`src/include/dci_defines.svh`:
```
// constants for the dual-channel two-wire target: offsets, resets, address, timing
`ifndef DCI_DEFINES_SVH
`define DCI_DEFINES_SVH

// ----------------------------------------------------------------
// register pointers and reset values
// ----------------------------------------------------------------
`define DCI_REG_SIGNATURE  8'h00
`define DCI_REG_SPARE      8'h01
`define DCI_SPARE_RST      8'h00
`define DCI_SIG_CODE_MSB   7
`define DCI_SIG_CODE_LSB   4
`define DCI_SIG_REV_MSB    3
`define DCI_SIG_REV_LSB    0

// ----------------------------------------------------------------
// bus address layout and protocol figures
// ----------------------------------------------------------------
`define DCI_ADDR_FIXED     4'b0111
`define DCI_GEN_CALL       8'h00
`define DCI_RW_READ        1'b1
`define DCI_BYTE_BITS      4'h8

// ----------------------------------------------------------------
// timing: fastest serial clock against the core clock
// ----------------------------------------------------------------
`define DCI_CLK_PERIOD_NS  5
`define DCI_SCL_MAX_KHZ    1000
`define DCI_SCL_PERIOD_NS  (1000000 / `DCI_SCL_MAX_KHZ)
`define DCI_SCL_PERIOD_CYC ((`DCI_SCL_PERIOD_NS + `DCI_CLK_PERIOD_NS - 1) / `DCI_CLK_PERIOD_NS)
`define DCI_MIN_SCL_CYC    16

`endif

```
`src/include/dci_pkg.sv`:
```
// types shared by the two-wire target design
package dci_pkg;

    // protocol state of the target
    typedef enum logic [2:0] {
        DCI_IDLE,
        DCI_RX,
        DCI_ACK,
        DCI_TX,
        DCI_TXACK,
        DCI_IGNORE
    } dci_state_t;

    // meaning of the byte being received
    typedef enum logic [1:0] {
        DCI_K_ADDR,
        DCI_K_PTR,
        DCI_K_DATA
    } dci_kind_t;

    // synchronised bus levels
    typedef struct packed {
        logic scl;
        logic sda;
    } dci_bus_t;

    // register write carried to a channel
    typedef struct packed {
        logic [7:0] ptr;
        logic [7:0] data;
    } dci_wr_t;

endpackage : dci_pkg

```
`src/logic/dci_sync2.sv`:
```
// two-flop synchroniser for levels entering the core clock domain
`timescale 1ns/1ps
module dci_sync2 #(
    parameter int W = 1
) (
    // clock and reset
    input  wire logic         clk,
    input  wire logic         rst_n,
    // async level in, synchronised level out
    input  wire logic [W-1:0] d,
    output logic      [W-1:0] q
);
    logic [W-1:0] meta_q;

    // first stage feeds only the second stage
    always_ff @(posedge clk or negedge rst_n) begin
        if (!rst_n) begin
            meta_q <= '1;
            q      <= '1;
        end else begin
            meta_q <= d;
            q      <= meta_q;
        end
    end
endmodule : dci_sync2

```
`src/logic/dci_chan_regs.sv`:
```
// one channel's register set: signature byte and spare byte
`timescale 1ns/1ps
`include "dci_defines.svh"
module dci_chan_regs #(
    parameter logic [3:0] DEV_CODE = 4'h5,   // arbitrary value
    parameter logic [3:0] REV_CODE = 4'h1    // arbitrary value
) (
    // clock and reset
    input  wire logic          clk,
    input  wire logic          rst_n,
    // write strobe with pointer and data
    input  wire logic          wr_en,
    input  wire dci_pkg::dci_wr_t wr,
    // read port
    input  wire logic [7:0]    rd_ptr,
    output logic      [7:0]    rd_data,
    // active copy of the spare byte
    output logic      [7:0]    spare
);
    import dci_pkg::*;

    logic [7:0] spare_q;
    logic [7:0] sig;
    logic       hit_spare;

    // signature: code in upper nibble, revision in lower
    assign sig = {DEV_CODE, REV_CODE};
    assign hit_spare = wr_en && (wr.ptr == `DCI_REG_SPARE);
    assign spare = spare_q;

    // read mux: unmapped pointers read zero
    assign rd_data = (rd_ptr == `DCI_REG_SIGNATURE) ? sig :
                     (rd_ptr == `DCI_REG_SPARE)     ? spare_q : 8'h00;

    // spare byte: only writable location, signature is read-only
    always_ff @(posedge clk or negedge rst_n) begin
        if (!rst_n) begin
            spare_q <= `DCI_SPARE_RST;
        end else if (hit_spare) begin
            spare_q <= wr.data;
        end
    end
endmodule : dci_chan_regs

```
`src/logic/dci_i2c_target.sv`:
```
// two-wire serial target answering at one address per output channel
`timescale 1ns/1ps
`include "dci_defines.svh"

// Contract
// SDA fall with SCL high starts
// SDA rise with SCL high stops
// repeated start: next byte is address
// stop aborts, unless same high as start
// never hold the clock low
// general call byte is not acknowledged
// first byte: address then direction bit
// address 0111, preset bits, select pin
// each channel has its own address
// ack pulls data low through ninth clock
// master writes address, pointer, data, stop
// master reads via pointer, restart, nack
// data commits on next data rising edge
// pointer-data pairs repeat until stop
// last data commits on stop edge
// identical independent register set per channel
// pointer 0 signature, 1 spare byte
// master retries on missing acknowledge
// data changes only while clock low
// clock input only, data open drain
// serial clock up to 1 MHz
// release data after ack and read byte
module dci_i2c_target #(
    parameter logic [1:0] CH0_PRESET = 2'b00,
    parameter logic [1:0] CH1_PRESET = 2'b01,
    parameter logic [3:0] CH0_DEV    = 4'h5,   // arbitrary value
    parameter logic [3:0] CH1_DEV    = 4'h6,   // arbitrary value
    parameter logic [3:0] REV        = 4'h1    // arbitrary value
) (
    // clock and reset
    input  wire logic       clk,
    input  wire logic       resetn,
    // serial clock, input only
    input  wire logic       scl_in,
    // serial data, open drain
    input  wire logic       sda_in,
    output logic            sda_out,
    output logic            sda_oe_n,
    // address select strap
    input  wire logic       addr_sel,
    // channel register contents and status
    output logic [1:0][7:0] spare_byte,
    output logic            bus_busy
);
    import dci_pkg::*;

    // ----------------------------------------------------------------
    // parameter checks
    // ----------------------------------------------------------------
    if (CH0_PRESET == CH1_PRESET) begin : g_bad_preset
        $error("channel address presets must differ");
    end
    if (`DCI_SCL_PERIOD_CYC < `DCI_MIN_SCL_CYC) begin : g_bad_rate
        $error("core clock too slow for the serial clock rate");
    end

    // ----------------------------------------------------------------
    // reset release
    // ----------------------------------------------------------------
    logic rst_m_q;
    logic rst_n;

    // async assert, two-flop release
    always_ff @(posedge clk or negedge resetn) begin
        if (!resetn) begin
            rst_m_q <= 1'b0;
            rst_n   <= 1'b0;
        end else begin
            rst_m_q <= 1'b1;
            rst_n   <= rst_m_q;
        end
    end

    // ----------------------------------------------------------------
    // pin synchronisers and edge detection
    // ----------------------------------------------------------------
    dci_bus_t bus_s;
    dci_bus_t bus_q;
    logic     addr_s;

    dci_sync2 #(.W(2)) u_bus_sync (
        .clk   (clk),
        .rst_n (rst_n),
        .d     ({scl_in, sda_in}),
        .q     (bus_s)
    );

    dci_sync2 #(.W(1)) u_strap_sync (
        .clk   (clk),
        .rst_n (rst_n),
        .d     (addr_sel),
        .q     (addr_s)
    );

    // previous synchronised levels
    always_ff @(posedge clk or negedge rst_n) begin
        if (!rst_n) begin
            bus_q <= '1;
        end else begin
            bus_q <= bus_s;
        end
    end

    logic scl_rise;
    logic scl_fall;
    logic sda_rise;
    logic start_ev;
    logic stop_ev;

    // clock edges and bus conditions
    assign scl_rise = bus_s.scl && !bus_q.scl;
    assign scl_fall = !bus_s.scl && bus_q.scl;
    assign sda_rise = bus_s.sda && !bus_q.sda;
    assign start_ev = bus_s.scl && bus_q.scl && !bus_s.sda && bus_q.sda;
    assign stop_ev  = bus_s.scl && bus_q.scl && bus_s.sda && !bus_q.sda;

    // ----------------------------------------------------------------
    // address strap, caught once its synchroniser has filled
    // ----------------------------------------------------------------
    logic [1:0] strap_cnt_q;
    logic       addr_lsb_q;

    // sync stages leave reset at '1, so wait until the pin level is through
    always_ff @(posedge clk or negedge rst_n) begin
        if (!rst_n) begin
            strap_cnt_q <= 2'h0;
            addr_lsb_q  <= 1'b0;
        end else if (strap_cnt_q != 2'h3) begin
            strap_cnt_q <= strap_cnt_q + 2'h1;
            addr_lsb_q  <= addr_s;
        end
    end

    // ----------------------------------------------------------------
    // protocol state
    // ----------------------------------------------------------------
    dci_state_t state_q;
    dci_kind_t  kind_q;
    logic [3:0] cnt_q;
    logic [7:0] rx_q;
    logic [7:0] tx_q;
    logic [7:0] ptr_q;
    logic       chan_q;
    logic       rd_q;
    logic       drive_q;
    logic       start_hi_q;
    logic       nack_q;

    // pending write, committed on the next data rising edge
    logic       pend_q;
    logic       pend_ch_q;
    dci_wr_t    pend_wr_q;

    // ----------------------------------------------------------------
    // address decode
    // ----------------------------------------------------------------
    logic [6:0] ch0_addr;
    logic [6:0] ch1_addr;
    logic       hit0;
    logic       hit1;
    logic       gen_call;
    logic       addr_ok;
    logic       byte_done;

    assign ch0_addr  = {`DCI_ADDR_FIXED, CH0_PRESET, addr_lsb_q};
    assign ch1_addr  = {`DCI_ADDR_FIXED, CH1_PRESET, addr_lsb_q};
    assign hit0      = (rx_q[7:1] == ch0_addr);
    assign hit1      = (rx_q[7:1] == ch1_addr);
    assign gen_call  = (rx_q == `DCI_GEN_CALL);
    assign addr_ok   = (hit0 || hit1) && !gen_call;
    assign byte_done = scl_fall && (cnt_q == `DCI_BYTE_BITS);

    // ----------------------------------------------------------------
    // channel register sets
    // ----------------------------------------------------------------
    logic [1:0][7:0] rd_data;
    logic [1:0]      wr_en;
    logic [7:0]      rd_byte;
    logic            commit;

    // a pending write lands on any data rise, stop edge included
    assign commit = pend_q && sda_rise;
    assign wr_en  = {commit && pend_ch_q, commit && !pend_ch_q};
    assign rd_byte = rd_data[chan_q];

    // identical, independent set per channel
    for (genvar i = 0; i < 2; i++) begin : g_chan
        dci_chan_regs #(
            .DEV_CODE (i == 0 ? CH0_DEV : CH1_DEV),
            .REV_CODE (REV)
        ) u_regs (
            .clk     (clk),
            .rst_n   (rst_n),
            .wr_en   (wr_en[i]),
            .wr      (pend_wr_q),
            .rd_ptr  (ptr_q),
            .rd_data (rd_data[i]),
            .spare   (spare_byte[i])
        );
    end

    // ----------------------------------------------------------------
    // pending write tracking
    // ----------------------------------------------------------------
    logic take_data;

    assign take_data = (state_q == DCI_RX) && byte_done && (kind_q == DCI_K_DATA);

    always_ff @(posedge clk or negedge rst_n) begin
        if (!rst_n) begin
            pend_q    <= 1'b0;
            pend_ch_q <= 1'b0;
            pend_wr_q <= '0;
        end else if (take_data) begin
            pend_q    <= 1'b1;                          // new data wins over commit
            pend_ch_q <= chan_q;
            pend_wr_q <= '{ptr: ptr_q, data: rx_q};
        end else if (commit) begin
            pend_q    <= 1'b0;
        end
    end

    // ----------------------------------------------------------------
    // start seen in the current clock-high pulse
    // ----------------------------------------------------------------
    always_ff @(posedge clk or negedge rst_n) begin
        if (!rst_n) begin
            start_hi_q <= 1'b0;
        end else if (start_ev) begin
            start_hi_q <= 1'b1;
        end else if (scl_fall) begin
            start_hi_q <= 1'b0;
        end
    end

    // ----------------------------------------------------------------
    // byte engine
    // ----------------------------------------------------------------
    always_ff @(posedge clk or negedge rst_n) begin
        if (!rst_n) begin
            state_q <= DCI_IDLE;
            kind_q  <= DCI_K_ADDR;
            cnt_q   <= 4'h0;
            rx_q    <= 8'h00;
            tx_q    <= 8'h00;
            ptr_q   <= 8'h00;
            chan_q  <= 1'b0;
            rd_q    <= 1'b0;
            drive_q <= 1'b0;
            nack_q  <= 1'b0;
        end else if (start_ev) begin
            state_q <= DCI_RX;
            kind_q  <= DCI_K_ADDR;
            cnt_q   <= 4'h0;
            drive_q <= 1'b0;
        end else if (stop_ev && !start_hi_q) begin
            state_q <= DCI_IDLE;
            drive_q <= 1'b0;
        end else begin
            case (state_q)
                DCI_RX: begin
                    if (scl_rise) begin
                        rx_q  <= {rx_q[6:0], bus_s.sda};
                        cnt_q <= cnt_q + 4'h1;
                    end else if (byte_done) begin
                        cnt_q <= 4'h0;
                        case (kind_q)
                            DCI_K_ADDR: begin
                                if (addr_ok) begin
                                    chan_q  <= hit1;
                                    rd_q    <= (rx_q[0] == `DCI_RW_READ);
                                    kind_q  <= DCI_K_PTR;
                                    state_q <= DCI_ACK;
                                    drive_q <= 1'b1;
                                end else begin
                                    state_q <= DCI_IGNORE;
                                end
                            end
                            DCI_K_PTR: begin
                                ptr_q   <= rx_q;
                                kind_q  <= DCI_K_DATA;
                                state_q <= DCI_ACK;
                                drive_q <= 1'b1;
                            end
                            default: begin
                                kind_q  <= DCI_K_PTR;
                                state_q <= DCI_ACK;
                                drive_q <= 1'b1;
                            end
                        endcase
                    end
                end
                DCI_ACK: begin
                    // hold low through the ninth high phase; at its fall free the line, or drive bit 7 for a read
                    if (scl_fall) begin
                        if (rd_q) begin
                            tx_q    <= rd_byte;
                            drive_q <= !rd_byte[7];
                            state_q <= DCI_TX;
                        end else begin
                            drive_q <= 1'b0;
                            state_q <= DCI_RX;
                        end
                    end
                end
                DCI_TX: begin
                    if (scl_rise) begin
                        cnt_q <= cnt_q + 4'h1;
                    end else if (scl_fall) begin
                        if (cnt_q == `DCI_BYTE_BITS) begin
                            drive_q <= 1'b0;
                            cnt_q   <= 4'h0;
                            state_q <= DCI_TXACK;
                        end else begin
                            tx_q    <= {tx_q[6:0], 1'b0};
                            drive_q <= !tx_q[6];
                        end
                    end
                end
                DCI_TXACK: begin
                    if (scl_rise) begin
                        nack_q <= bus_s.sda;
                        if (!bus_s.sda) begin
                            ptr_q <= ptr_q + 8'h01;     // sequential read
                        end
                    end else if (scl_fall) begin
                        if (nack_q) begin
                            state_q <= DCI_IGNORE;      // master ends read
                        end else begin
                            tx_q    <= rd_byte;
                            drive_q <= !rd_byte[7];
                            state_q <= DCI_TX;
                        end
                    end
                end
                DCI_IGNORE: begin
                    drive_q <= 1'b0;
                end
                default: begin
                    drive_q <= 1'b0;
                end
            endcase
        end
    end

    // ----------------------------------------------------------------
    // pin drive: data pulled low only, clock never driven
    // ----------------------------------------------------------------
    assign sda_out  = 1'b0;
    assign sda_oe_n = !drive_q;
    assign bus_busy = (state_q != DCI_IDLE);

endmodule : dci_i2c_target

```
`config.mk`:
```
export PLATFORM = sky130hd
export DESIGN_NAME = dci_i2c_target
export DESIGN_NICKNAME = d
export VERILOG_FILES = /design/src/include/dci_pkg.sv /design/src/logic/dci_sync2.sv /design/src/logic/dci_chan_regs.sv /design/src/logic/dci_i2c_target.sv
export VERILOG_INCLUDE_DIRS = /design/src /design/src/include
export SDC_FILE = /design/constraint.sdc
export NUM_CORES = 1
export LEC_CHECK = 0
export ABC_CLOCK_PERIOD_IN_PS = 2900
export BUFFER_PORTS_ARGS = -buffer_cell sky130_fd_sc_hd__buf_2
export CORE_MARGIN = 2
export CORE_UTILIZATION = 60
export CTS_BUF_LIST = sky130_fd_sc_hd__clkbuf_16
export CTS_CLUSTER_SIZE = 28
export DETAILED_ROUTE_END_ITERATION = 10
export PLACE_DENSITY = 0.88
export SETUP_SLACK_MARGIN = 0.1
export SLEW_MARGIN = 10
export SYNTH_ARGS = -nofsm -noshare
export SYNTH_HDL_FRONTEND = slang
export SYNTH_SLANG_ARGS = --single-unit
```
`constraint.sdc`:
```
create_clock -name clk -period 2.9 [get_ports clk]
set_input_delay 0.435 -clock clk [delete_from_list [all_inputs] [get_ports clk]]
set_output_delay 0.435 -clock clk [all_outputs]
set_load 0.05 [all_outputs]
```
* Yosys cells after proc, flatten, opt, wreduce, memory -nomap -nowiden *
Index checks and enable logic that the tools add are counted.

word-level totals
  bits in registers = 84
  input port bits = 5
  output and inout port bits = 19
  word-level logic and storage cells = 195

cells by class
  add/sub/neg operators = 3
  magnitude comparators = 1
  equal/unequal tests = 41
  multiplexer cells = 70
  bitwise gates (word level) = 3
  reductions and logical operators = 50

operator list
  kind                 count
  $mux 8               11
  $mux 7               8
  $ne 4x4->1 const B   10
  $mux 3               13
  $mux 4               7
  $ne 2x2->1 const B   14
  $pmux 7 s3           1
  $logic_and 1x1->1    18
  $mux 1               18
  $reduce_and 9->1     2
  $eq 8x1->1 const B   2
  $logic_not 8->1      2
  $pmux 8 s2           1
  $eq 7x6->1           2
  $mux 2               7
  $pmux 3 s4           1
  $reduce_and 11->1    1
  $logic_not 1->1      10
  $reduce_and 5->1     2
  $reduce_bool 2->1    5
  $reduce_bool 3->1    3
  $add 8x1->8 const B  1
  $ne 4x3->1 const B   2
  $pmux 4 s2           1
  other kinds (21)     26

* Logic depth before layout (Yosys ltp) *
  depth after elaboration = 12
  mapped depth = 9
  gate-level depth less buffers = 7

* Cells and area by module *
From an unflattened synthesis, not the netlist that was laid out.

unflattened totals
  cells, all modules = 375
  area, all modules = 4359.2 µm²

by module, submodules not included
  module                    times used  cells an instance  area an instance (µm²)  seq. area each (µm²)
  dci_i2c_target            1           301                3335.7                  1554.0
  dci_chan_regs             2           34                 432.9                   200.2
  dci_sync2 (u_bus_sync)    1           4                  105.1                   105.1
  dci_sync2 (u_strap_sync)  1           2                  52.6                    52.6

* Worst setup path before layout *
OpenSTA, ideal clock, no wires.

  path type = register -> register
  from = register bus_q[1] in the netlist's numbering
  to = register tx_q[1]
  library setup time = 127 ps
  arrival = 1859 ps
  required time = 2773 ps
  setup slack = 914 ps
  cell stages (with the launch flop) = 7
  buffers on the path = 1
  period minus slack after synthesis = 1986 ps
  cells stage by stage = dfstp_2 > inv_1 > ha_1 > clkbuf_1 > o31ai_1 > o2111ai_2 > mux2_1

between the ends
  word-level cells in the longest chain between the ends = 6
  elaborated cells between the ends (all ways) = 17
  those cells by class = eq/ne (5); bitwise (2); reduce/logical (10)

ends and longest elaborated chain
  element                               RTL line                                      RTL
  from (decl)                           dci_i2c_target.sv:83                          dci_bus_t bus_q;
  from (signal assigned)                dci_i2c_target.sv:105                         bus_q <= bus_s;
  $logic_and 1x1->1                     dci_i2c_target.sv:119, dci_i2c_target.sv:120
  $logic_and 1x1->1 (2 in a row)        dci_i2c_target.sv:120                         assign stop_ev = bus_s.scl && bus_q.scl && bus_s.sda && !bus_q.sda;
  $logic_and 1x1->1                     dci_i2c_target.sv:261                         end else if (stop_ev && !start_hi_q) begin
  $not 1->1 (no source line)            --
  $reduce_and 11->1 (no source line) *  --
  to (signal assigned)                  dci_i2c_target.sv:302                         tx_q <= rd_byte;
  to (signal assigned)                  dci_i2c_target.sv:320                         tx_q <= {tx_q[6:0], 1'b0};
  to (signal assigned)                  dci_i2c_target.sv:335                         tx_q <= rd_byte;
  to (decl)                             dci_i2c_target.sv:146                         logic [7:0] tx_q;

Mark *: on every way between the ends. The rest lies on a longest branch, timed or not.
A chain may end at the register's enable or synchronous reset.

* Worst setup path in the final report *
  from = register cnt_q[0]
  to = register ptr_q[0]

between the ends
  word-level cells in the longest chain between the ends = 4

ends and longest elaborated chain
  element                            RTL line               RTL
  from (decl)                        dci_i2c_target.sv:144  logic [3:0] cnt_q;
  from (signal assigned)             dci_i2c_target.sv:269  cnt_q <= cnt_q + 4'h1;
  from (signal assigned)             dci_i2c_target.sv:313  cnt_q <= cnt_q + 4'h1;
  $eq 4x4->1 (no source line)        --
  $logic_and 1x1->1                  dci_i2c_target.sv:176  assign byte_done = scl_fall && (cnt_q == `DCI_BYTE_BITS);
  $ne 2x2->1 (no source line)        --
  $reduce_and 8->1 (no source line)  --
  to (signal assigned)               dci_i2c_target.sv:285  ptr_q <= rx_q;
  to (signal assigned)               dci_i2c_target.sv:329  ptr_q <= ptr_q + 8'h01;
  to (decl)                          dci_i2c_target.sv:147  logic [7:0] ptr_q;

No other way between the ends.

==> results_dict.tcl <==
set metrics [dict create \
    vias 2889 \
    die_x_um 86.3 \
    hold_slack_ns 0.194 \
    async_reset_ff_share_pct 100 \
    fin_tns_setup_ns 0 \
    hold_path_class "in2reg" \
    grt_pass1_vias 2855 \
    critPathKind "reg2reg" \
    cap_violations 0 \
    grt_pass1_wl_um 13900 \
    cts_resized 0 \
    hold_start "sda_in" \
    grt_setup_unrepaired "false" \
    root_buffer "clkbuf_16" \
    clk_latency_ns 0.34 \
    finalSetupViolCount 0 \
    boundaryPins 24 \
    clkSlewWorstSetupHoldPaths_ns 0.06 \
    routed_via_density 6.24 \
    ant_nets 0 \
    port_buffers 22 \
    area_growth_pct 12.7 \
    r2r_slack_ns 0.35 \
    synth_top_area_cell "dfrtp_1" \
    postCtsSetupBuffers 0 \
    p_switching_mw 1.02 \
    synth_area_um2 4070 \
    cts_max_level 3 \
    clkSinkCount 84 \
    start_kind "register" \
    final_area_um2 4580 \
    grt_antenna_before_repair 0 \
    r2r-start "cnt_q[0]" \
    placeableCoreArea_um2 6680 \
    synthCells 353 \
    holdBufCountCts 1 \
    start_util_pct 60.9 \
    drv_slew 0 \
    synth_edf_count 0 \
    grtUsageTotal_pct 24.0 \
    hold_viol 0 \
    drtIter0Drc 263 \
    arrival_ns 2.78 \
    end_kind "register" \
    ys_ff_latch 84 \
    holdPathStages 1 \
    worst_pin_slew_ns 1.04 \
    wl_per_cell_um 18.2 \
    p_leak_nw 2.12 \
    power_mw 3.43 \
    synth_top_area_share_pct 46.8 \
    synth_cell_type_count 58 \
    dieArea_um2 7450 \
    crit_slowest_cell "a211oi_2" \
    hpwlAfterDp_um 5540 \
    ys.flop_type "dfrtp_1" \
    gp_congestion 0.905 \
    cp.required_ns 3.14 \
    fmax_mhz 393 \
    synth_area_leaders "dfrtp_1 47%, mux2_2 12%, dfstp_2 5.2%, mux2_1 3.6%, a21oi_1 3.2%" \
    crit_chain "inv_1 > ha_1 > and3b_1 > nand4_1 > a211oi_2 > nor2_1 > a311oi_1" \
    routed_wl_um 8410 \
    vdd_ir_drop_max_mv 0.435 \
    power_frac_seq_pct 43.4 \
    diodes 0 \
    min_period_ns 2.55 \
    synth.avg_cell_area_um2 11.5 \
    status "complete, no violations" \
    first_pass_iters 4 \
    drive_above_1_share_pct 27.2 \
    power-per-cell-area_nw_per_um2 747 \
    pre_cts_ws_ns 0.550 \
    slew_headroom_pct 30.8 \
    yosys_warnings 0 \
    switching_share_pct 29.9 \
    grt_start_max_net_pins 83 \
    rows 30 \
    die_y_um 86.3 \
    fin_crit_sh_pct 87.8 \
    reg2regPathDepth 7 \
    critPathMaxFanout 15 \
    r2r_end "ptr_q[0]" \
    slowest_delay_ns 0.87 \
    holdPathEnd "u_bus_sync.meta_q[0]" \
    drcViolationCount 0 \
    clock_path_buffers 2 \
    grt-ovfl-total 0 \
    fin_nets 392 \
    tritoncts "yes" \
    power.share.clock_pct 36.2 \
    setup_slack_ns 0.354 \
    combPwrFrac_pct 20.4 \
    finalClockSkew_ns 0.00658 \
    synth_fp_nets 367 \
    cts-buffers-inserted 9 \
    dpl-instance-area_um2 4250 \
    synth-seq-area-share_pct 51.9 \
    power.internal_mw 2.40 \
]
## critical path, delay by kind of cell (launching register included)
kind,cells,cell delay [ns]
compound gates,2,1.17
simple gates,3,0.64
flops,1,0.40
fa+ha+maj,1,0.14
buf+inv,1,0.09
## Yosys cell counts (3+ instances only)
master	number
a21oi_1	26
inv_1	10
nor3_1	4
o21a_1	4
o21bai_1	3
a21o_1	3
mux2i_1	6
dfrtp_1	76
nor2_1	8
nor2b_1	6
nand2_1	25
nor4b_1	3
o21ai_0	14
nor3b_1	4
o21ai_1	6
nand3_1	10
mux2_2	42
buf_2	5
dfstp_2	8
mux2_1	13
o22ai_1	5
nand2b_1	7
and3_1	5
ha_1	9
clkbuf_1	6
## how the worst max path moves through the flow
stage	start	endpoint	slack, ns	cells past startpoint
6_report	cnt_q[0]	ptr_q[0]	0.35	7
4_1_cts	cnt_q[0]	ptr_q[0]	0.38	7
5_1_grt	cnt_q[0]	ptr_q[0]	0.16	7
3_5_place_dp	cnt_q[0]	ptr_q[0]	0.55	7
3_3_place_gp	u_bus_sync.q[0]	g_chan[0].u_regs.spare[3]	0.59	5
2_1_floorplan	rst_n	addr_lsb_q	0.40	0
## per-layer routing
layer | track usage, % | up-vias | share of wire (%)
met5 | 0 | - | 0
met4 | 12.2 | 0 | 2.7
met3 | 5.52 | 22 | 4.6
met2 | 36.7 | 75 | 49
met1 | 32.4 | 1460 | 43
li1 | - | 1332 | -
## sequential cells by signal (all words and copies together) (netlist names), 3 cells and up
signal               cells
cnt_q                    4
g_chan.u_regs.spare     16
pend_wr_q               16
ptr_q                    8
rx_q                     8
state_q                  3
tx_q                     7
## stage by stage
stage / std cells / util, %
finish: 463 / 68.6
global route: 463 / 68.6
CTS: 463 / 68.6
detailed placement: 446 / 63.6
global placement: 446 / 63.6
floorplan: 353 / -
## placed cells by master, fill, tap and decap left out, drive strengths merged, types with 3 or more instances in the layout
cell,n
dfrtp,76
mux2,55
buf,28
a21oi,26
nand2,25
o21ai,20
inv,14
nand3,11
ha,9
clkbuf,9
nor2,8
dfstp,8
nand2b,7
nor2b,6
mux2i,6
nor3b,6
and3,5
o22ai,5
o21a,4
nor3,4
nor4b,3
a21o,3
o21bai,3
or2,3
a211oi,3
or4,3
## cell type report
type / instances / area [µm²]
Clock buffer: 9 / 225
Sequential cell: 84 / 2120
Tap cell: 80 / 100
Multi-Input combinational cell: 244 / 1840
Inverter: 10 / 37.5
Clock inverter: 7 / 97.6
Fill cell: 444 / 2100
Timing Repair Buffer: 29 / 165
## kinds of logic after synthesis
kind of cell / count (synthesis) / share of synthesized area (%)
other cells: 2 / 0.185
buf+inv: 25 / 2.74
simple gates: 94 / 13.5
mux: 61 / 16.7
fa+ha+maj: 9 / 2.77
xor+xnor: 2 / 0.431
flops: 84 / 51.9
compound gates: 76 / 11.7
## power by group through the flow
| stage | logic [mW] | registers (mW) | clock network [mW] |
|---|---|---|---|
| final | 0.699 | 1.49 | 1.24 |
| after detailed placement | 0.683 | 1.50 | 0 |
| after floorplan | 0.554 | 1.45 | 0 |
| after global routing | 0.774 | 1.51 | 1.31 |
| after global placement | 0.658 | 1.49 | 0 |
| after CTS | 0.693 | 1.49 | 1.25 |
(Power assumes the default switching activity.)
